## src/include/sp_pkg.sv

```systemverilog
/*
 * constants for the multi-mode serial port: register map, field bits,
 * mode codes, reset values and timing counts.
 * assumes a 10 MHz system clock and an 8-bit register port.
 */
package sp_pkg;
	// register port widths
	localparam int ADDR_W = 8;
	localparam int DATA_W = 8;
	// register byte addresses
	localparam logic [7:0] MODE_OFS = 8'h00;
	localparam logic [7:0] CTRL0_OFS = 8'h04;
	localparam logic [7:0] CTRL1_OFS = 8'h08;
	localparam logic [7:0] SMR3_OFS = 8'h0c;
	localparam logic [7:0] SMR4_OFS = 8'h10;
	localparam logic [7:0] TXBUF_OFS = 8'h14;
	localparam logic [7:0] RXBUF_OFS = 8'h18;
	localparam logic [7:0] STAT_OFS = 8'h1c;
	localparam logic [7:0] MASK_OFS = 8'h20;
	// serial_mode_field codes
	localparam logic [2:0] MODE_OFF = 3'h0;
	localparam logic [2:0] MODE_SYNC = 3'h1;
	localparam logic [2:0] MODE_I2C = 3'h2;
	localparam logic [2:0] MODE_ASYNC = 3'h4;
	localparam logic [2:0] MODE_SCARD = 3'h5;
	// serial_control_zero bits
	localparam int C0_INTCLK = 0;
	localparam int C0_POL = 1;
	localparam int C0_CTS_EN = 2;
	localparam int C0_RTS_EN = 3;
	// serial_control_one bits
	localparam int C1_TX_ALLOW = 0;
	localparam int C1_TX_EMPTY = 1;
	localparam int C1_RX_ALLOW = 2;
	localparam int C1_RX_FULL = 3;
	localparam int C1_IRQ_SRC = 4;
	localparam int C1_ERR_EN = 5;
	// special_mode_three_reg / special_mode_four_reg bits
	localparam int S3_OD = 0;
	localparam int S4_START = 0;
	localparam int S4_RESTART = 1;
	localparam int S4_STOP = 2;
	localparam int S4_SEL = 3;
	// interrupt status / mask bits
	localparam int IRQ_TX = 0;
	localparam int IRQ_RX = 1;
	localparam int IRQ_COND = 2;
	// reset values
	localparam logic [7:0] REG_RST = 8'h00;
	localparam logic [3:0] CNT_RST = 4'h0;
	// frame lengths in bits
	localparam logic [3:0] LEN_SYNC = 4'h8;
	localparam logic [3:0] LEN_ASYNC = 4'ha;
	// timing
	localparam int CLK_PERIOD_NS = 100;
	localparam int COND_HALF_NS = 2000;
	localparam int INT_HALF_NS = 400;
	localparam int COND_HALF_CYC =
		(COND_HALF_NS + CLK_PERIOD_NS - 1) / CLK_PERIOD_NS;
	localparam int INT_HALF_CYC =
		(INT_HALF_NS + CLK_PERIOD_NS - 1) / CLK_PERIOD_NS;
	localparam logic [7:0] COND_HALF = 8'(COND_HALF_CYC - 1);
	localparam logic [7:0] INT_HALF = 8'(INT_HALF_CYC - 1);
	// condition generator states
	typedef enum logic [2:0] {
		CS_IDLE, CS_LOW, CS_PRE, CS_POST, CS_TAIL
	} sp_cond_st_t;
endpackage

```

## src/sp_serial_port.sv

```systemverilog
/*
 * multi-mode serial port: clock-synchronous, asynchronous, smart-card
 * and i2c condition generation, with receive-request flow control.
 * assumes an 8-bit register port on sys_clk and pins from outside the
 * clock domain; the serial clock pin is sampled, never used as a clock.
 */
// The plain strobed port and the placing of the registers were left to the implementer.
`timescale 1ns/1ps
module sp_serial_port import sp_pkg::*; (
	input wire logic sys_clk,
	input wire logic rst_b,
	input wire logic [ADDR_W-1:0] reg_addr,
	input wire logic [DATA_W-1:0] reg_wdata,
	input wire logic reg_we,
	input wire logic reg_re,
	output logic [DATA_W-1:0] reg_rdata,
	output logic irq,
	input wire logic serial_clock_pin_in,
	output logic serial_clock_pin_out,
	output logic serial_clock_pin_oe,
	input wire logic data_in,
	output logic data_out,
	output logic data_oe,
	input wire logic clear_to_send_in,
	output logic receive_request_out
);
	// software registers
	logic [2:0] mode_q, mode_d;
	logic [3:0] c0_q, c0_d;
	logic [5:0] c1_q, c1_d;
	logic od_q, od_d;
	logic [3:0] s4_q, s4_d;
	logic [2:0] arm_q, arm_d; // requests taken on a rising edge
	logic [7:0] txbuf_q, txbuf_d;
	logic [7:0] rxbuf_q, rxbuf_d;
	logic [2:0] stat_q, stat_d;
	logic [2:0] mask_q, mask_d;
	logic sc_prev_q, sc_prev_d; // smart-card trigger, last cycle
	logic [DATA_W-1:0] rdata_q, rdata_d;
	logic irq_q, irq_d;
	// synchronisers: first stage read only by the second
	logic lk_s1_q, lk_s2_q, lk_s3_q;
	logic rx_s1_q, rx_s2_q, cts_s1_q, cts_s2_q;
	// transfer engine
	logic ic_q, ic_d; // internal serial clock level
	logic [7:0] ic_cnt_q, ic_cnt_d;
	logic tx_busy_q, tx_busy_d;
	logic [9:0] tx_sh_q, tx_sh_d;
	logic [3:0] tx_cnt_q, tx_cnt_d;
	logic tx_line_q, tx_line_d;
	logic rx_act_q, rx_act_d;
	logic [7:0] rx_sh_q, rx_sh_d;
	logic [3:0] rx_cnt_q, rx_cnt_d;
	logic rts_q, rts_d;
	// condition generator
	sp_cond_st_t cs_q, cs_d;
	logic [7:0] cs_cnt_q, cs_cnt_d;
	logic [1:0] cs_kind_q, cs_kind_d; // 0 start, 1 restart, 2 stop
	logic scl_lvl, sda_lvl;
	// pins
	logic ck_o_q, ck_o_d, ck_oe_q, ck_oe_d;
	logic d_o_q, d_o_d, d_oe_q, d_oe_d;
	// shared decodes
	logic wr_txbuf, rd_rxbuf, active, async_fmt, int_clk, pol;
	logic ck, idle_hi, rise, fall, shift_e, samp_e, ic_tog;
	logic tx_go, tx_load_ev, tx_done_ev, rx_done_ev, cond_ev, sc_trig;

	assign wr_txbuf = reg_we && reg_addr == TXBUF_OFS;
	assign rd_rxbuf = reg_re && reg_addr == RXBUF_OFS;
	assign active = mode_q == MODE_SYNC || mode_q == MODE_ASYNC ||
		mode_q == MODE_SCARD;
	assign async_fmt = mode_q == MODE_ASYNC || mode_q == MODE_SCARD;
	assign int_clk = c0_q[C0_INTCLK];
	assign pol = c0_q[C0_POL];
	assign idle_hi = ~pol;
	assign ck = int_clk ? ic_q : lk_s2_q;
	assign ic_tog = tx_busy_q && ic_cnt_q == INT_HALF;
	// edges of the serial clock, internal or sampled
	assign rise = int_clk ? (ic_tog && !ic_q) : (lk_s2_q && !lk_s3_q);
	assign fall = int_clk ? (ic_tog && ic_q) : (!lk_s2_q && lk_s3_q);
	assign shift_e = pol ? rise : fall;
	assign samp_e = pol ? fall : rise;
	// start conditions; a buffer write wins the cycle
	assign tx_go = active && !tx_busy_q && c1_q[C1_TX_ALLOW] &&
		!c1_q[C1_TX_EMPTY] && (!c0_q[C0_CTS_EN] || !cts_s2_q) &&
		(int_clk || ck == idle_hi) && !wr_txbuf;
	assign tx_load_ev = tx_go;
	// sync ends on the last bit's sample edge: eight partner clocks do
	assign tx_done_ev = tx_busy_q && (async_fmt ?
		(shift_e && tx_cnt_q == LEN_ASYNC) :
		(samp_e && tx_cnt_q == LEN_SYNC));
	assign rx_done_ev = rx_act_q && samp_e && rx_cnt_q == 4'h7;
	assign sc_trig = mode_q == MODE_SCARD && c1_q[C1_IRQ_SRC] &&
		c1_q[C1_ERR_EN];
	assign cond_ev = cs_q == CS_TAIL && cs_cnt_q == COND_HALF;

	// pin synchronisers, two stages plus an edge history
	always_ff @(posedge sys_clk or negedge rst_b) begin
		if (!rst_b) begin
			// idle high like the pulled-up pin: no false edge after reset
			lk_s1_q <= 1'b1;
			lk_s2_q <= 1'b1;
			lk_s3_q <= 1'b1;
			rx_s1_q <= 1'b1;
			rx_s2_q <= 1'b1;
			cts_s1_q <= 1'b1;
			cts_s2_q <= 1'b1;
		end else begin
			lk_s1_q <= serial_clock_pin_in;
			lk_s2_q <= lk_s1_q;
			lk_s3_q <= lk_s2_q;
			rx_s1_q <= data_in;
			rx_s2_q <= rx_s1_q;
			cts_s1_q <= clear_to_send_in;
			cts_s2_q <= cts_s1_q;
		end
	end

	// register file next state
	always_comb begin
		mode_d = mode_q;
		c0_d = c0_q;
		c1_d = c1_q;
		od_d = od_q;
		s4_d = s4_q;
		arm_d = arm_q;
		txbuf_d = txbuf_q;
		rxbuf_d = rxbuf_q;
		stat_d = stat_q;
		mask_d = mask_q;
		rdata_d = '0;
		if (reg_we) begin
			unique case (reg_addr)
				MODE_OFS: mode_d = reg_wdata[2:0];
				CTRL0_OFS: c0_d = reg_wdata[3:0];
				CTRL1_OFS: begin
					// flags in this register are read only
					c1_d[C1_TX_ALLOW] = reg_wdata[C1_TX_ALLOW];
					c1_d[C1_RX_ALLOW] = reg_wdata[C1_RX_ALLOW];
					c1_d[C1_IRQ_SRC] = reg_wdata[C1_IRQ_SRC];
					c1_d[C1_ERR_EN] = reg_wdata[C1_ERR_EN];
				end
				SMR3_OFS: od_d = reg_wdata[S3_OD];
				SMR4_OFS: begin
					s4_d = reg_wdata[3:0];
					// arm on a 0-to-1 request with select on
					// requests made with select off never fire
					if (reg_wdata[S4_SEL] && mode_q == MODE_I2C) begin
						arm_d = arm_q | (reg_wdata[2:0] & ~s4_q[2:0]);
					end
				end
				TXBUF_OFS: begin
					txbuf_d = reg_wdata;
					c1_d[C1_TX_EMPTY] = 1'b0;
				end
				STAT_OFS: stat_d = stat_q & ~reg_wdata[2:0];
				MASK_OFS: mask_d = reg_wdata[2:0];
				default: ;
			endcase
		end
		if (reg_re) begin
			unique case (reg_addr)
				MODE_OFS: rdata_d = {5'h00, mode_q};
				CTRL0_OFS: rdata_d = {4'h0, c0_q};
				CTRL1_OFS: rdata_d = {2'h0, c1_q};
				SMR3_OFS: rdata_d = {7'h00, od_q};
				SMR4_OFS: rdata_d = {4'h0, s4_q};
				TXBUF_OFS: rdata_d = txbuf_q;
				RXBUF_OFS: rdata_d = rxbuf_q;
				STAT_OFS: rdata_d = {5'h00, stat_q};
				MASK_OFS: rdata_d = {5'h00, mask_q};
				default: rdata_d = '0; // unmapped reads zero
			endcase
		end
		// reading the receive buffer frees it
		if (rd_rxbuf) begin
			c1_d[C1_RX_FULL] = 1'b0;
		end
		// hardware sets below override software clears
		if (tx_load_ev) begin
			c1_d[C1_TX_EMPTY] = 1'b1;
		end
		if (rx_done_ev) begin
			rxbuf_d = {rx_s2_q, rx_sh_q[7:1]};
			c1_d[C1_RX_FULL] = 1'b1;
		end
		// finished condition drops its request bit
		if (cond_ev) begin
			s4_d[cs_kind_q] = 1'b0;
			arm_d[cs_kind_q] = 1'b0;
		end
		if ((tx_load_ev && !c1_q[C1_IRQ_SRC]) ||
			(tx_done_ev && c1_q[C1_IRQ_SRC])) begin
			stat_d[IRQ_TX] = 1'b1;
		end
		// raise at once; software then clears it
		if (sc_trig && !sc_prev_q) begin
			stat_d[IRQ_TX] = 1'b1;
		end
		if (rx_done_ev) begin
			stat_d[IRQ_RX] = 1'b1;
		end
		if (cond_ev) begin
			stat_d[IRQ_COND] = 1'b1;
		end
		sc_prev_d = sc_trig;
		irq_d = |(stat_d & mask_d);
	end

	// register file flops
	always_ff @(posedge sys_clk or negedge rst_b) begin
		if (!rst_b) begin
			mode_q <= MODE_OFF;
			c0_q <= '0;
			c1_q <= 6'h02; // transmit buffer starts empty
			od_q <= 1'b0;
			s4_q <= '0;
			arm_q <= '0;
			txbuf_q <= REG_RST;
			rxbuf_q <= REG_RST;
			stat_q <= '0;
			mask_q <= '0;
			sc_prev_q <= 1'b0;
			rdata_q <= REG_RST;
			irq_q <= 1'b0;
		end else begin
			mode_q <= mode_d;
			c0_q <= c0_d;
			c1_q <= c1_d;
			od_q <= od_d;
			s4_q <= s4_d;
			arm_q <= arm_d;
			txbuf_q <= txbuf_d;
			rxbuf_q <= rxbuf_d;
			stat_q <= stat_d;
			mask_q <= mask_d;
			sc_prev_q <= sc_prev_d;
			rdata_q <= rdata_d;
			irq_q <= irq_d;
		end
	end

	// transfer engine next state
	always_comb begin
		ic_d = ic_q;
		ic_cnt_d = ic_cnt_q;
		tx_busy_d = tx_busy_q;
		tx_sh_d = tx_sh_q;
		tx_cnt_d = tx_cnt_q;
		tx_line_d = tx_line_q;
		rx_act_d = rx_act_q;
		rx_sh_d = rx_sh_q;
		rx_cnt_d = rx_cnt_q;
		// internal clock only runs during a transmit frame
		if (!tx_busy_q) begin
			ic_d = idle_hi;
			ic_cnt_d = '0;
		end else if (ic_tog) begin
			ic_d = ~ic_q;
			ic_cnt_d = '0;
		end else begin
			ic_cnt_d = ic_cnt_q + 8'h01;
		end
		if (tx_go) begin
			tx_busy_d = 1'b1;
			tx_cnt_d = CNT_RST;
			// async frames carry start and stop bits
			tx_sh_d = async_fmt ? {1'b1, txbuf_q, 1'b0} :
				{2'b11, txbuf_q};
		end else if (tx_done_ev) begin
			tx_busy_d = 1'b0;
			// sync holds its last bit past the final sample edge
			tx_line_d = async_fmt ? 1'b1 : tx_line_q;
		end else if (tx_busy_q && shift_e) begin
			// data changes on the shift edge
			tx_line_d = tx_sh_q[0];
			tx_sh_d = {1'b1, tx_sh_q[9:1]};
			tx_cnt_d = tx_cnt_q + 4'h1;
		end
		// data sampled on the opposite edge
		if (!active || !c1_q[C1_RX_ALLOW]) begin
			rx_act_d = 1'b0;
			rx_cnt_d = CNT_RST;
		end else if (samp_e) begin
			if (rx_act_q) begin
				rx_sh_d = {rx_s2_q, rx_sh_q[7:1]};
				rx_cnt_d = rx_cnt_q + 4'h1;
				if (rx_done_ev) begin
					rx_act_d = 1'b0;
				end
			end else if (!async_fmt) begin
				// sync: first edge already carries bit 0
				rx_act_d = 1'b1;
				rx_sh_d = {rx_s2_q, rx_sh_q[7:1]};
				rx_cnt_d = 4'h1;
			end else if (!rx_s2_q) begin
				// async: low start bit opens the frame
				rx_act_d = 1'b1;
				rx_cnt_d = CNT_RST;
			end
		end
		// flow control only with external clock
		// high from the cycle receiving begins
		rts_d = !(c0_q[C0_RTS_EN] && !int_clk && active &&
			c1_q[C1_RX_ALLOW] && !rx_act_d);
	end

	// transfer engine flops
	always_ff @(posedge sys_clk or negedge rst_b) begin
		if (!rst_b) begin
			ic_q <= 1'b1;
			ic_cnt_q <= '0;
			tx_busy_q <= 1'b0;
			tx_sh_q <= '1;
			tx_cnt_q <= CNT_RST;
			tx_line_q <= 1'b1;
			rx_act_q <= 1'b0;
			rx_sh_q <= '0;
			rx_cnt_q <= CNT_RST;
			rts_q <= 1'b1;
		end else begin
			ic_q <= ic_d;
			ic_cnt_q <= ic_cnt_d;
			tx_busy_q <= tx_busy_d;
			tx_sh_q <= tx_sh_d;
			tx_cnt_q <= tx_cnt_d;
			tx_line_q <= tx_line_d;
			rx_act_q <= rx_act_d;
			rx_sh_q <= rx_sh_d;
			rx_cnt_q <= rx_cnt_d;
			rts_q <= rts_d;
		end
	end

	// condition generator and pin drive, next state
	always_comb begin
		cs_d = cs_q;
		cs_cnt_d = cs_cnt_q + 8'h01;
		cs_kind_d = cs_kind_q;
		scl_lvl = 1'b1;
		sda_lvl = 1'b1;
		// each phase lasts one half period
		if (cs_q == CS_IDLE || cs_cnt_q == COND_HALF) begin
			cs_cnt_d = '0;
		end
		// conditions only while select stays on
		unique case (cs_q)
			CS_IDLE: begin
				if (s4_q[S4_SEL] && mode_q == MODE_I2C && |arm_q) begin
					cs_kind_d = arm_q[S4_START] ? 2'd0 :
						(arm_q[S4_RESTART] ? 2'd1 : 2'd2);
					cs_d = arm_q[S4_START] ? CS_PRE : CS_LOW;
				end
			end
			CS_LOW: begin
				scl_lvl = 1'b0;
				sda_lvl = cs_kind_q == 2'd2 ? 1'b0 : 1'b1;
				if (cs_cnt_q == COND_HALF) cs_d = CS_PRE;
			end
			CS_PRE: begin
				sda_lvl = cs_kind_q == 2'd2 ? 1'b0 : 1'b1;
				if (cs_cnt_q == COND_HALF) cs_d = CS_POST;
			end
			CS_POST: begin
				sda_lvl = cs_kind_q == 2'd2 ? 1'b1 : 1'b0;
				if (cs_cnt_q == COND_HALF) cs_d = CS_TAIL;
			end
			CS_TAIL: begin
				// stop leaves both lines released high
				scl_lvl = cs_kind_q == 2'd2;
				sda_lvl = cs_kind_q == 2'd2;
				if (cs_cnt_q == COND_HALF) cs_d = CS_IDLE;
			end
		endcase
		if (!s4_q[S4_SEL] || mode_q != MODE_I2C) begin
			cs_d = CS_IDLE;
		end
		// pins: port function while the mode is off
		ck_o_d = 1'b0;
		ck_oe_d = 1'b0;
		d_o_d = 1'b0;
		d_oe_d = 1'b0;
		if (mode_q == MODE_I2C) begin
			// open-drain lines, driven only during a condition
			if (cs_q != CS_IDLE) begin
				ck_oe_d = !scl_lvl;
				d_oe_d = !sda_lvl;
			end
		end else if (mode_q != MODE_OFF) begin
			d_o_d = tx_line_q;
			d_oe_d = 1'b1;
			// open drain counts only with a mode set
			if (int_clk) begin
				ck_o_d = od_q ? 1'b0 : ic_q;
				ck_oe_d = od_q ? !ic_q : 1'b1;
			end
		end
	end

	// condition generator and pin flops
	always_ff @(posedge sys_clk or negedge rst_b) begin
		if (!rst_b) begin
			cs_q <= CS_IDLE;
			cs_cnt_q <= '0;
			cs_kind_q <= 2'd0;
			ck_o_q <= 1'b0;
			ck_oe_q <= 1'b0;
			d_o_q <= 1'b0;
			d_oe_q <= 1'b0;
		end else begin
			cs_q <= cs_d;
			cs_cnt_q <= cs_cnt_d;
			cs_kind_q <= cs_kind_d;
			ck_o_q <= ck_o_d;
			ck_oe_q <= ck_oe_d;
			d_o_q <= d_o_d;
			d_oe_q <= d_oe_d;
		end
	end

	assign reg_rdata = rdata_q;
	assign irq = irq_q;
	assign receive_request_out = rts_q;
	assign serial_clock_pin_out = ck_o_q;
	assign serial_clock_pin_oe = ck_oe_q;
	assign data_out = d_o_q;
	assign data_oe = d_oe_q;
endmodule

```

## config.mk

```make
export PLATFORM = sky130hd
export DESIGN_NAME = sp_serial_port
export DESIGN_NICKNAME = d
export VERILOG_FILES = /design/src/include/sp_pkg.sv /design/src/sp_serial_port.sv
export SDC_FILE = /design/constraint.sdc
export NUM_CORES = 1
export LEC_CHECK = 0
export ABC_AREA = 1
export BUFFER_PORTS_ARGS = -buffer_cell sky130_fd_sc_hd__buf_2
export CAP_MARGIN = 15
export CORE_UTILIZATION = 50
export CTS_CLUSTER_DIAMETER = 40
export DETAILED_ROUTE_END_ITERATION = 16
export PLACE_DENSITY_LB_ADDON = 0.15
export SLEW_MARGIN = 40
export SYNTH_ARGS = -nofsm -noshare
export SYNTH_HDL_FRONTEND = slang
export SYNTH_SLANG_ARGS = --single-unit
```

## constraint.sdc

```tcl
create_clock -name sys_clk -period 2.1 [get_ports sys_clk]
set_input_delay 0.105 -clock sys_clk [delete_from_list [all_inputs] [get_ports sys_clk]]
set_output_delay 0.105 -clock sys_clk [all_outputs]
set_load 0.02 [all_outputs]
```

==> After elaboration in Yosys (flattened, before gate mapping) <==
Cells that the tools add are included.
{ "op_classes": {"bitwise_logic": 14, "n_eq_ne": 34, "div_mod_pow": 0, "mul": 0, "reduce_logical": 86, "magnitude_cmp": 2, "add_sub_neg": 4, "n_mux": 89, "shifts": 0} }
{ "ops": {"columns": ["operator", "n"], "rows": [
  ["case mux 8 bit (9 select lines)", 1],
  ["2-to-1 mux 8 bit", 6],
  ["2-to-1 mux 1 bit", 45],
  ["2-to-1 mux 4 bit", 11],
  ["2-to-1 mux 3 bit", 14],
  ["equality test 8 x 5 -> 1 bit, second input constant", 5],
  ["logical AND 1 bit", 33],
  ["2-to-1 mux 10 bit", 3],
  ["zero test 1 bit", 18],
  ["AND reduction 2 bit", 9],
  ["adder 8 x 1 -> 8 bit, second input constant", 2],
  ["equality test 8 x 4 -> 1 bit, second input constant", 2],
  ["case mux 3 bit (5 select lines)", 1],
  ["nonzero test 2 bit", 7],
  ["bitwise AND 3 bit", 4],
  ["equality test 3 x 2 -> 1 bit, second input constant", 3],
  ["equality test 3 bit, second input constant", 3],
  ["logical OR 1 bit", 9],
  ["2-to-1 mux 9 bit", 1],
  ["!= test 3 bit, second input constant", 3],
  ["inverter 3 bit", 3],
  ["adder 4 x 1 -> 4 bit, second input constant", 2],
  ["equality test 4 bit, second input constant", 2],
  ["equality test 8 x 2 -> 1 bit, second input constant", 1],
  ["other kinds (28)", 41]
]} }
{ "word_totals": {"mem_bits_rw": 0, "latchBits": 0, "in_bits": 23, "out_inout_bits": 14, "reg_bits": 116, "rom_bits": 0, "mem_count": 0} }

==> Depth between registers and ports, before layout <==
Gate-level depths: netlist of the first run.
{ "logic_depth": {"depth_word": 15, "ltp_mapped": 12} }

==> Least setup slack after synthesis of the first run <==
OpenSTA, ideal clock, no wires.
{ "synth_path": {"kind": "reg-to-reg", "from": "register ic_cnt_q[0]", "to": "register irq_q, in the netlist irq", "setup_time_ns": 0.121, "required_time_ns": 1.979, "path_stages_with_launch": 12, "path_slack_ns": 0.442, "arrival_time_ns": 1.537, "n_path_buf": 1, "path_cell_list": "dfrtp_1 ha_1 nand2_1 nor2_2 nand3b_1 nand3_1 and2_1 buf_6 nand2_4 nand2_1 a21boi_0 nand2_1"} }
{ "synth_rtl": {"columns": ["item", "line_no", "text"], "rows": [
  ["start, declared", "sp_serial_port.sv:46", "logic [7:0] ic_cnt_q, ic_cnt_d;"],
  ["start signal, assigned", "sp_serial_port.sv:323", "ic_cnt_q <= ic_cnt_d;"],
  ["equality test 8 x 2 -> 1 bit (*)", "sp_serial_port.sv:77", "assign ic_tog = tx_busy_q && ic_cnt_q == INT_HALF;"],
  ["logical AND 1 bit (*)", "sp_serial_port.sv:77", null],
  ["logical AND 1 bit (on tied branches)", "sp_serial_port.sv:79, sp_serial_port.sv:80", null],
  ["2-to-1 mux 1 bit (on tied branches)", "sp_serial_port.sv:79, sp_serial_port.sv:80", null],
  ["2-to-1 mux 1 bit (*)", "sp_serial_port.sv:82", "assign samp_e = pol ? fall : rise;"],
  ["logical AND 1 bit (*) (2 in a row)", "sp_serial_port.sv:92", "assign rx_done_ev = rx_act_q && samp_e && rx_cnt_q == 4'h7;"],
  ["2-to-1 mux 1 bit (*)", "sp_serial_port.sv:200", "if (rx_done_ev) begin"],
  ["named net stat_d[1]", "sp_serial_port.sv:36", "logic [2:0] stat_q, stat_d;"],
  ["bitwise AND 3 bit (*)", "sp_serial_port.sv:207", "irq_d = |(stat_d & mask_d);"],
  ["OR reduction 3 bit (*)", "sp_serial_port.sv:207", null],
  ["named net irq_d", "sp_serial_port.sv:40", "logic irq_q, irq_d;"],
  ["end signal, assigned", "sp_serial_port.sv:239", "irq_q <= irq_d;"],
  ["end, declared", "sp_serial_port.sv:40", null]
]} }
Mark *: on every way through the listed nets, which the timed path passes. The rest lies on a longest branch.
A chain may end at the register's enable or synchronous reset.

==> Worst setup path in the final report of the first run <==
{ "layout_path": {"from": "register ic_cnt_q[0]", "to": "register tx_cnt_q[0]"} }
{ "layout_via": {"elab_chain_cells": 10} }
{ "layout_lines": {"columns": ["item", "line_no", "text"], "rows": [
  ["equality test 8 x 2 -> 1 bit (*)", "sp_serial_port.sv:77", null],
  ["logical AND 1 bit (*)", "sp_serial_port.sv:77", null],
  ["logical AND 1 bit (on tied branches)", "sp_serial_port.sv:79, sp_serial_port.sv:80", null],
  ["2-to-1 mux 1 bit (on tied branches)", "sp_serial_port.sv:79, sp_serial_port.sv:80", null],
  ["2-to-1 mux 1 bit (on tied branches)", "sp_serial_port.sv:82, sp_serial_port.sv:81", null],
  ["logical AND 1 bit (on tied branches)", "sp_serial_port.sv:91, sp_serial_port.sv:90", null],
  ["2-to-1 mux 1 bit", "sp_serial_port.sv:89", "assign tx_done_ev = tx_busy_q && (async_fmt ?"],
  ["logical AND 1 bit", "sp_serial_port.sv:89", null],
  ["!= test 2 bit (no line)", null, null],
  ["AND reduction 2 bit (no line) (*)", null, null],
  ["end signal, assigned", "sp_serial_port.sv:326", "tx_cnt_q <= tx_cnt_d;"],
  ["end, declared", "sp_serial_port.sv:49", "logic [3:0] tx_cnt_q, tx_cnt_d;"]
]} }
Every way passes the cells marked *; elsewhere a longest branch is shown, timed or not.

==> flow_summary.json, run 1 <==
{
  "drv_slew": 0,
  "slew_headroom_pct": 54.2,
  "clock_power_share_pct": 43.7,
  "yosysUniqueCellTypes": 51,
  "clkSlewWorstSetupHoldPaths_ns": 0.06,
  "holdWs_ns": 0.0627,
  "grt_pass1_vias": 4416,
  "gr-usage-all-layers_pct": 24.0,
  "power_density_mw_per_mm2": 954,
  "crit_type": "flop to flop",
  "fin_util_pct": 61.7,
  "synthArstFlopShare_pct": 100,
  "grt_antenna_before_repair": 0,
  "area_delta_synth_final_pct": 20.0,
  "critPathLaunchType": "flop",
  "min_path_type": "input pin to flop",
  "cts_max_path_buffers": 2,
  "wl_per_cell_um": 14.6,
  "synth_area_mm2": 0.00557,
  "end_kind": "flop",
  "tightest_slew_ns": 0.680,
  "fin_nets": 750,
  "internal-power_w": 0.00465,
  "rows": 38,
  "hold_viol_final": 0,
  "globalplace.congestion": 0.889,
  "max_freq_ghz": 0.536,
  "final_common_cell": "nand2_1",
  "overflow": 0,
  "drtPass1Iterations": 5,
  "die_h_um": 108,
  "power_frac_seq_pct": 42.5,
  "vias": 4569,
  "drcViolationCount": 0,
  "post-synth-top-area-fraction_pct": 42.2,
  "final_cell_mix": "nand2_1 (165), dfrtp_1 (94), inv_1 (82)",
  "yosysWarningCount": 0,
  "synth.avg_cell_area_um2": 8.57,
  "pin_count": 37,
  "clk_latency_ns": 0.52,
  "die_area_mm2": 0.0116,
  "drt-initial-drc-count": 322,
  "fin_setup_tns_ns": 0,
  "finalInstanceArea_mm2": 0.00669,
  "core_area_mm2": 0.0108,
  "cts_tree": "yes",
  "synth_edf_count": 0,
  "numCtsBuffers": 17,
  "ir_drop_uv": 607,
  "wl_mm": 12.8,
  "synth_seq_area_share_pct": 51.6,
  "io_buffers": 36,
  "clkSinkCount": 114,
  "p_comb_share_pct": 13.8,
  "period_share_pct": 88.9,
  "vias_per_cell": 5.23,
  "synthesis.nets": 679,
  "path_max_fanout": 6,
  "synthTopCellsByArea": "dfrtp_1 (42%), nand2_1 (11%), dfstp_2 (9.4%)",
  "arrival_ns": 2.27,
  "diodes": 0,
  "outcome": "finished, final reports clean",
  "grt_pass1_wl_mm": 20.9,
  "place_area_mm2": 0.00589,
  "h-tree-depth": 4,
  "yosys.area.top_type": "dfrtp_1",
  "grt_max_degree": 55,
  "rsz0062_at_grt": "no",
  "synth_ff_type": "dfrtp_1",
  "dp_hpwl_mm": 9.26,
  "dieWidth_um": 108,
  "finalSetupViolations": 0,
  "synth_cells": 650,
  "start_util_pct": 51.4,
  "skew_ns": 0.00729,
  "required_ns": 2.51,
  "drive_gt1_share_pct": 18.9,
  "drv_cap": 0,
  "power.switching_w": 0.00173,
  "power_switching_share_pct": 27.2,
  "drtAntennaViolNets": 0,
  "root_buffer": "clkbuf_8",
  "synth-seq-cells": 114,
  "layout_min_cycle_time_ns": 1.87,
  "p_leak_nw": 3.32
}
==> power groups by stage <==
stage / logic (W) / clock network, W / registers [W]
after floorplan: 0.000625 / 0 / 0.00268
after global placement: 0.000778 / 0 / 0.00272
after detailed placement: 0.000802 / 0 / 0.00273
after CTS: 0.000845 / 0.00283 / 0.00270
after global routing: 0.00100 / 0.00296 / 0.00274
final: 0.000883 / 0.00279 / 0.00271
==> through the flow <==
stage          power (W)  worst slack [ns]  instances
2_1_floorplan    0.00330             0.442        650
3_3_place_gp     0.00350             0.118        821
3_5_place_dp     0.00353            0.0407        821
4_1_cts          0.00637            0.0130        867
5_1_grt          0.00670           0.00356        874
6_report         0.00638             0.234        874
==> state kept, by name, summed over array words and instances, names as in the netlist, 3 cells and up <==
| register | cells |
|---|---|
| s4_q | 4 |
| rxbuf_q | 8 |
| c0_q | 4 |
| rx_cnt_q | 4 |
| c1_q | 6 |
| ic_cnt_q | 8 |
| cs_q | 3 |
| tx_cnt_q | 4 |
| mode_q | 3 |
| reg_rdata | 8 |
| arm_q | 3 |
| cs_cnt_q | 8 |
| mask_q | 3 |
| txbuf_q | 8 |
| tx_sh_q | 9 |
| rx_sh_q | 7 |
| stat_q | 3 |
==> kinds of logic (layout without fill, tap and decap cells) <==
family                   Yosys count  after routing  share of synthesized area, %
AO/OA/AOI/OAI                    109            109                          12.2
multiplexers                       3              3                         0.584
XOR/XNOR                           4              4                         0.629
buffers and inverters             99            181                          7.90
flip-flops                       114            114                          51.6
AND/OR/NAND/NOR                  315            317                          25.7
adder cells (fa/ha/maj)            6              6                          1.35
==> layout make-up <==
type                       count  area, um^2
fill                         924        4150
clock inverter                 8         101
timing repair buffer          64         440
tap                          140         175
inverter                      85         323
multi-input combinational    439        2290
sequential                   114        2880
clock buffer                  24         480
==> cells in the mapped netlist, drive strengths merged, types with 5 or more instances <==
library cell,count
a21oi,19
buf,9
clkbuf,5
dfrtp,94
dfstp,20
ha,6
inv,84
nand2,172
nand3,49
nand4,8
nor2,53
nor3,15
nor3b,6
o21ai,63
==> critical path, stage by stage (launching register included) <==
cell     delay, ns
dfrtp_1       0.38
ha_1          0.22
nand2_1       0.09
nor2_2        0.15
nand4_1       0.12
nand3_1       0.12
and2_1        0.16
nand2_2       0.11
nand2_4       0.16
nand2_2       0.13
nand2_1       0.09
nand2_1       0.04
==> metal layers <==
metal  global-route usage, %  part of all wire, %  vias up
li1                        -                    -     2276
met1                    31.7                   47     2174
met2                    37.6                   47      103
met3                    6.36                  4.3       16
met4                    9.10                  1.6        0
met5                       0                    0        -
==> worst paths after layout <==
kind                               end  cells past startpoint  slack [ns]   startpoint
setup reg to reg           tx_cnt_q[0]                     11        0.23  ic_cnt_q[0]
hold reg to reg               cts_s2_q                      0        0.36     cts_s1_q
min in group asynchronous     data_out                      2        0.10        rst_b
setup / recovery           tx_cnt_q[0]                     11        0.23  ic_cnt_q[0]
max in group asynchronous      lk_s3_q                      3        1.24        rst_b
hold / removal                 c1_q[3]                      5        0.06  reg_addr[2]
==> what timing repair did <==
item | CTS | global route
hold endpoints to repair | 114 | 0
buffers inserted | 0 | 5
hold buffers | 14 | 0
endpoints found under the setup margin | 0 | 33
resized for setup | 0 | 6
Power figures use the tool's default switching activity.
==> inputs of run 2 (changes only) <==
REMOVE_ABC_BUFFERS = 1   (was default)
SLEW_MARGIN = 5   (was 40)
clock period = 1.9 ns   (was 2.1 ns; I/O delays follow)
==> flow_summary.json, run 2 (same netlist as run 1, synthesis figures left out) <==
{
  "rows": 38,
  "max_stage_delay_ns": 0.38,
  "h-tree-depth": 4,
  "final_common_cell": "nand2_1",
  "outcome": "finished, final reports clean",
  "worst_slack_ns": 0.0977,
  "slowest_stage": "dfrtp_1",
  "root_buffer": "clkbuf_8",
  "arrival_ns": 2.22,
  "finalPower_w": 0.00747,
  "grt_pass1_wl_mm": 22.0,
  "grt_max_degree": 68,
  "crit_type": "flop to flop",
  "vias_per_cell": 5.31,
  "layout_min_cycle_time_ns": 1.80,
  "largest_reg_flops": 9,
  "dieWidth_um": 108,
  "numCtsBuffers": 17,
  "io_buffers": 36,
  "finalSetupViolations": 0,
  "drive_gt1_share_pct": 21.4,
  "drtAntennaViolNets": 0,
  "grt_pass1_vias": 4530,
  "drcViolationCount": 0,
  "path_max_fanout": 14,
  "power_density_mw_per_mm2": 1080,
  "drt-initial-drc-count": 471,
  "period_share_pct": 94.9,
  "slew_headroom_pct": 57.7,
  "die_h_um": 108,
  "cp.buffers_inverters": 2,
  "clkSlewWorstSetupHoldPaths_ns": 0.06,
  "critPathLaunchType": "flop",
  "wl_mm": 13.2,
  "core_area_mm2": 0.0108,
  "gr-usage-all-layers_pct": 25.3,
  "required_ns": 2.32,
  "vias": 4686,
  "pin_count": 37,
  "drtPass1Iterations": 4,
  "route.met2.wl_mm": 6.35,
  "hold_viol_final": 0,
  "ir_drop_uv": 884,
  "drv_cap": 0,
  "die_area_mm2": 0.0116,
  "wl_met1_mm": 6.08,
  "clkSinkCount": 114,
  "wl_per_cell_um": 15.0,
  "regMostFlops": "tx_sh_q",
  "globalplace.congestion": 0.917,
  "skew_ns": 0.0183,
  "grt_antenna_before_repair": 0,
  "final_cell_mix": "nand2_1 (163), dfrtp_1 (94), inv_1 (82)",
  "overflow": 0,
  "clk_latency_ns": 0.54,
  "met3_length_um": 585,
  "top_layer": "met4",
  "crit_family": "simple AND/OR/NAND/NOR gates",
  "cp_cell_sequence": "inv_1 > o21ai_1 > nor2_1 > inv_1 > nor2_1 > nand2_4 > nand2_1 > o21ai_2",
  "drv_slew": 0,
  "cts_max_path_buffers": 2,
  "end_kind": "flop",
  "start_util_pct": 51.4,
  "cts_tree": "yes",
  "min_path_type": "input pin to flop",
  "tightest_slew_ns": 0.628,
  "area_delta_synth_final_pct": 23.7,
  "place_ws_ns": -0.120,
  "fin_nets": 759,
  "diodes": 0,
  "max_freq_ghz": 0.555,
  "p_leak_nw": 3.43,
  "dp_hpwl_mm": 9.27
}
run 2: changes by cell type in the layout (fill, tap and decap cells not counted), sizes merged:
cell / before / now
nand2: 174 / 172
dlygate4sd3: 14 / 15
bufinv: 2 / 5
buf: 50 / 60
clkbuf: 24 / 18
clkinvlp: 3 / 1
clkinv: 4 / 9
run 2: final timing paths:
kind / startpoint / end / slack, ns / cells past startpoint
setup / recovery: mode_q[1] / rx_sh_q[3] / 0.1 / 8
hold / removal: reg_addr[2] / c1_q[3] / 0.06 / 5
setup reg to reg: mode_q[1] / rx_sh_q[3] / 0.1 / 8
hold reg to reg: lk_s1_q / lk_s2_q / 0.35 / 0
max in group asynchronous: rst_b / c0_q[0] / 0.83 / 3
min in group asynchronous: rst_b / lk_s3_q / 0.11 / 2
run 2: where the power goes:
part / internal, W / total [W] / switching (W)
clock: 0.00226 / 0.00341 / 0.00115
combinational: 0.000437 / 0.00108 / 0.000646
sequential: 0.00277 / 0.00298 / 0.000214
run 2: worst register-to-register path, stage by stage (launching register included):
cell	delay, ns
dfrtp_1	0.38
inv_1	0.19
o21ai_1	0.19
nor2_1	0.21
inv_1	0.09
nor2_1	0.26
nand2_4	0.18
nand2_1	0.13
o21ai_2	0.06
run 2: layout make-up:
class | count | area (um^2)
fill | 884 | 3950
sequential | 114 | 2880
multi-input combinational | 437 | 2330
timing repair buffer | 75 | 551
clock buffer | 18 | 418
inverter | 85 | 323
clock inverter | 14 | 213
tap | 140 | 175
run 2: metal layers:
metal,vias up,global-route usage [%]
met5,-,0
met4,0,10.6
met3,15,6.17
met2,121,40.0
met1,2254,33.1
li1,2296,-
run 2: repair_timing:
item,in CTS,in global routing
setup buffers,1,4
setup endpoints to repair,23,35
resized for setup,2,17
endpoints found under the hold margin,127,0
hold buffers,15,0
pin swaps,1,3
run 2: through the flow:
stage          utilization, %  instances  setup TNS, ns  cell area (um^2)  hold slack (ns)
2_1_floorplan               -        636              0              5460           -0.201
3_3_place_gp             55.2        831         -0.229              5980          -0.0283
3_5_place_dp             55.2        831         -0.916              5980          -0.0291
4_1_cts                  62.6        879              0              6790           0.0384
5_1_grt                  63.6        883       -0.00500              6890            0.116
6_report                 63.6        883              0              6890           0.0617
==> inputs of run 3 (changes only) <==
CTS_CLUSTER_DIAMETER = 200   (was 40)
GPL_TIMING_DRIVEN = 0   (was default)
==> flow_summary.json, run 3 (same netlist as run 1, synthesis figures left out) <==
{
  "outcome": "finished, final reports clean",
  "clkSinkCount": 114,
  "drt-initial-drc-count": 330,
  "slew_headroom_pct": 51.9,
  "cts_tree": "yes",
  "drv_slew": 0,
  "holdPathStages": 7,
  "worst_slack_ns": 0.0568,
  "critPathLaunchType": "flop",
  "place_area_mm2": 0.00584,
  "dp_hpwl_mm": 8.91,
  "finalInstanceArea_mm2": 0.00692,
  "grt_pass1_wl_mm": 21.1,
  "clkSlewWorstSetupHoldPaths_ns": 0.06,
  "regMostFlops": "tx_sh_q",
  "final_cell_mix": "nand2_1 (153), dfrtp_1 (92), inv_1 (80)",
  "die_h_um": 108,
  "final_common_cell": "nand2_1",
  "max_freq_ghz": 0.543,
  "min_path_type": "input pin to flop",
  "fill_cells": 912,
  "area_delta_synth_final_pct": 24.2,
  "numCtsBuffers": 17,
  "drcViolationCount": 0,
  "power_density_mw_per_mm2": 1090,
  "rows": 38,
  "io_buffers": 36,
  "grt_antenna_before_repair": 0,
  "root_buffer": "clkbuf_8",
  "slowest_stage": "dfrtp_1",
  "dieWidth_um": 108,
  "max_stage_delay_ns": 0.40,
  "top_layer": "met4",
  "h-tree-depth": 4,
  "end_kind": "flop",
  "wl_per_cell_um": 15.0,
  "grt_max_degree": 97,
  "hold_start": "reg_addr[1]",
  "arrival_ns": 2.27,
  "hold_viol_final": 0,
  "tightest_slew_ns": 0.719,
  "die_area_mm2": 0.0116,
  "vias": 4653,
  "rsz0062_at_grt": "yes",
  "core_area_mm2": 0.0108,
  "drtPass1Iterations": 5,
  "hold-path-endpoint": "c1_q[3]",
  "place_ws_ns": -0.279,
  "cp_cell_sequence": "ha_4 > nand2_1 > nor2_2 > nand4_1 > nand3_2 > and2_4 > buf_6 > nand2_8 > nand2_2 > o21ai_2",
  "wl_met1_mm": 5.92,
  "r2r_slack_ns": 0.06,
  "start_util_pct": 51.4,
  "finalSetupViolations": 0,
  "wl_mm": 13.2,
  "p_leak_nw": 3.39,
  "drtAntennaViolNets": 0,
  "drv_cap": 0,
  "cts_max_path_buffers": 2,
  "period_share_pct": 97.0,
  "grt_pass1_vias": 4329,
  "overflow": 0,
  "path_max_fanout": 14,
  "layout_min_cycle_time_ns": 1.84,
  "cp.buffers_inverters": 1,
  "vias_per_cell": 5.29,
  "clk_latency_ns": 0.54,
  "route.met2.wl_mm": 6.47,
  "regArea_mm2": 0.00288,
  "multiInputGateArea_mm2": 0.00238,
  "required_ns": 2.33,
  "r2r_cells": 10,
  "diodes": 0,
  "pin_count": 37,
  "skew_ns": 0.00480,
  "reg2reg_to": "rx_sh_q[2]",
  "finalPower_w": 0.00757,
  "drive_gt1_share_pct": 23.0,
  "reg2reg_from": "ic_cnt_q[0]",
  "fin_nets": 756,
  "ir_drop_uv": 949,
  "gr-usage-all-layers_pct": 24.5,
  "crit_type": "flop to flop",
  "crit_family": "simple AND/OR/NAND/NOR gates",
  "largest_reg_flops": 9,
  "globalplace.congestion": 0.901,
  "met3_length_um": 584
}
-- run 3: cell types whose count changed in the layout (fill, tap and decap cells not counted), sizes merged --
cell,delta
clkinvlp,-1
clkinv,-3
nand2,+1
clkbuf,+4
buf,-5
dlygate4sd3,+1
-- run 3: through the flow --
step	utilization (%)	TNS (ns)	hold WS (ns)	cells
floorplan	-	0	-0.201	636
finish	63.9	0	0.0848	880
CTS	62.1	0	0.0608	867
detailed placement	53.9	-6.32	-0.0528	813
global route	63.9	-0.393	0.109	880
global placement	53.6	-63.42	0.200	812
-- run 3: final cells by class --
class | count | area share [%]
clock buffer | 22 | 6.69
multi-input combinational | 438 | 34.4
clock inverter | 10 | 2.58
tap | 140 | 2.53
timing repair buffer | 71 | 7.52
inverter | 85 | 4.66
sequential | 114 | 41.6
-- run 3: tightest hold or removal path, stage by stage --
cell	delay [ns]
buf_2	0.08
inv_1	0.04
nand3_1	0.09
nor2_1	0.06
nand2_1	0.09
o21ai_0	0.08
nand2_1	0.06
-- run 3: how the worst max path moves through the flow --
stage	from	endpoint	slack [ns]	cells past startpoint
after detailed placement	tx_busy_q	tx_cnt_q[1]	-0.28	10
after global placement	rst_b	rx_cnt_q[0]	-0.63	1
final	ic_cnt_q[0]	rx_sh_q[2]	0.06	10
after global routing	ic_cnt_q[0]	rx_cnt_q[1]	-0.04	11
after floorplan	tx_busy_q	tx_cnt_q[1]	0.13	10
after CTS	ic_cnt_q[0]	receive_request_out	0.0008	9
-- run 3: timing repair --
item	4_1_cts	5_1_grt
hold endpoints to repair	130	0
buffers inserted	5	13
pin swaps	5	12
setup endpoints to repair	38	28
resized for setup	11	33
hold buffers	16	0
cloned	1	0
-- run 3: metal layers --
metal / track usage (%) / vias up
li1: - / 2300
met1: 32.2 / 2234
met2: 38.3 / 101
met3: 6.23 / 18
met4: 10.5 / 0
met5: 0 / -
-- run 3: power by group --
part | switching, W | internal [W] | leakage (nW)
clock network | 0.00111 | 0.00236 | 0.319
registers | 0.000221 | 0.00277 | 1.42
logic | 0.000652 | 0.000460 | 1.65
total | 0.00198 | 0.00559 | 3.39
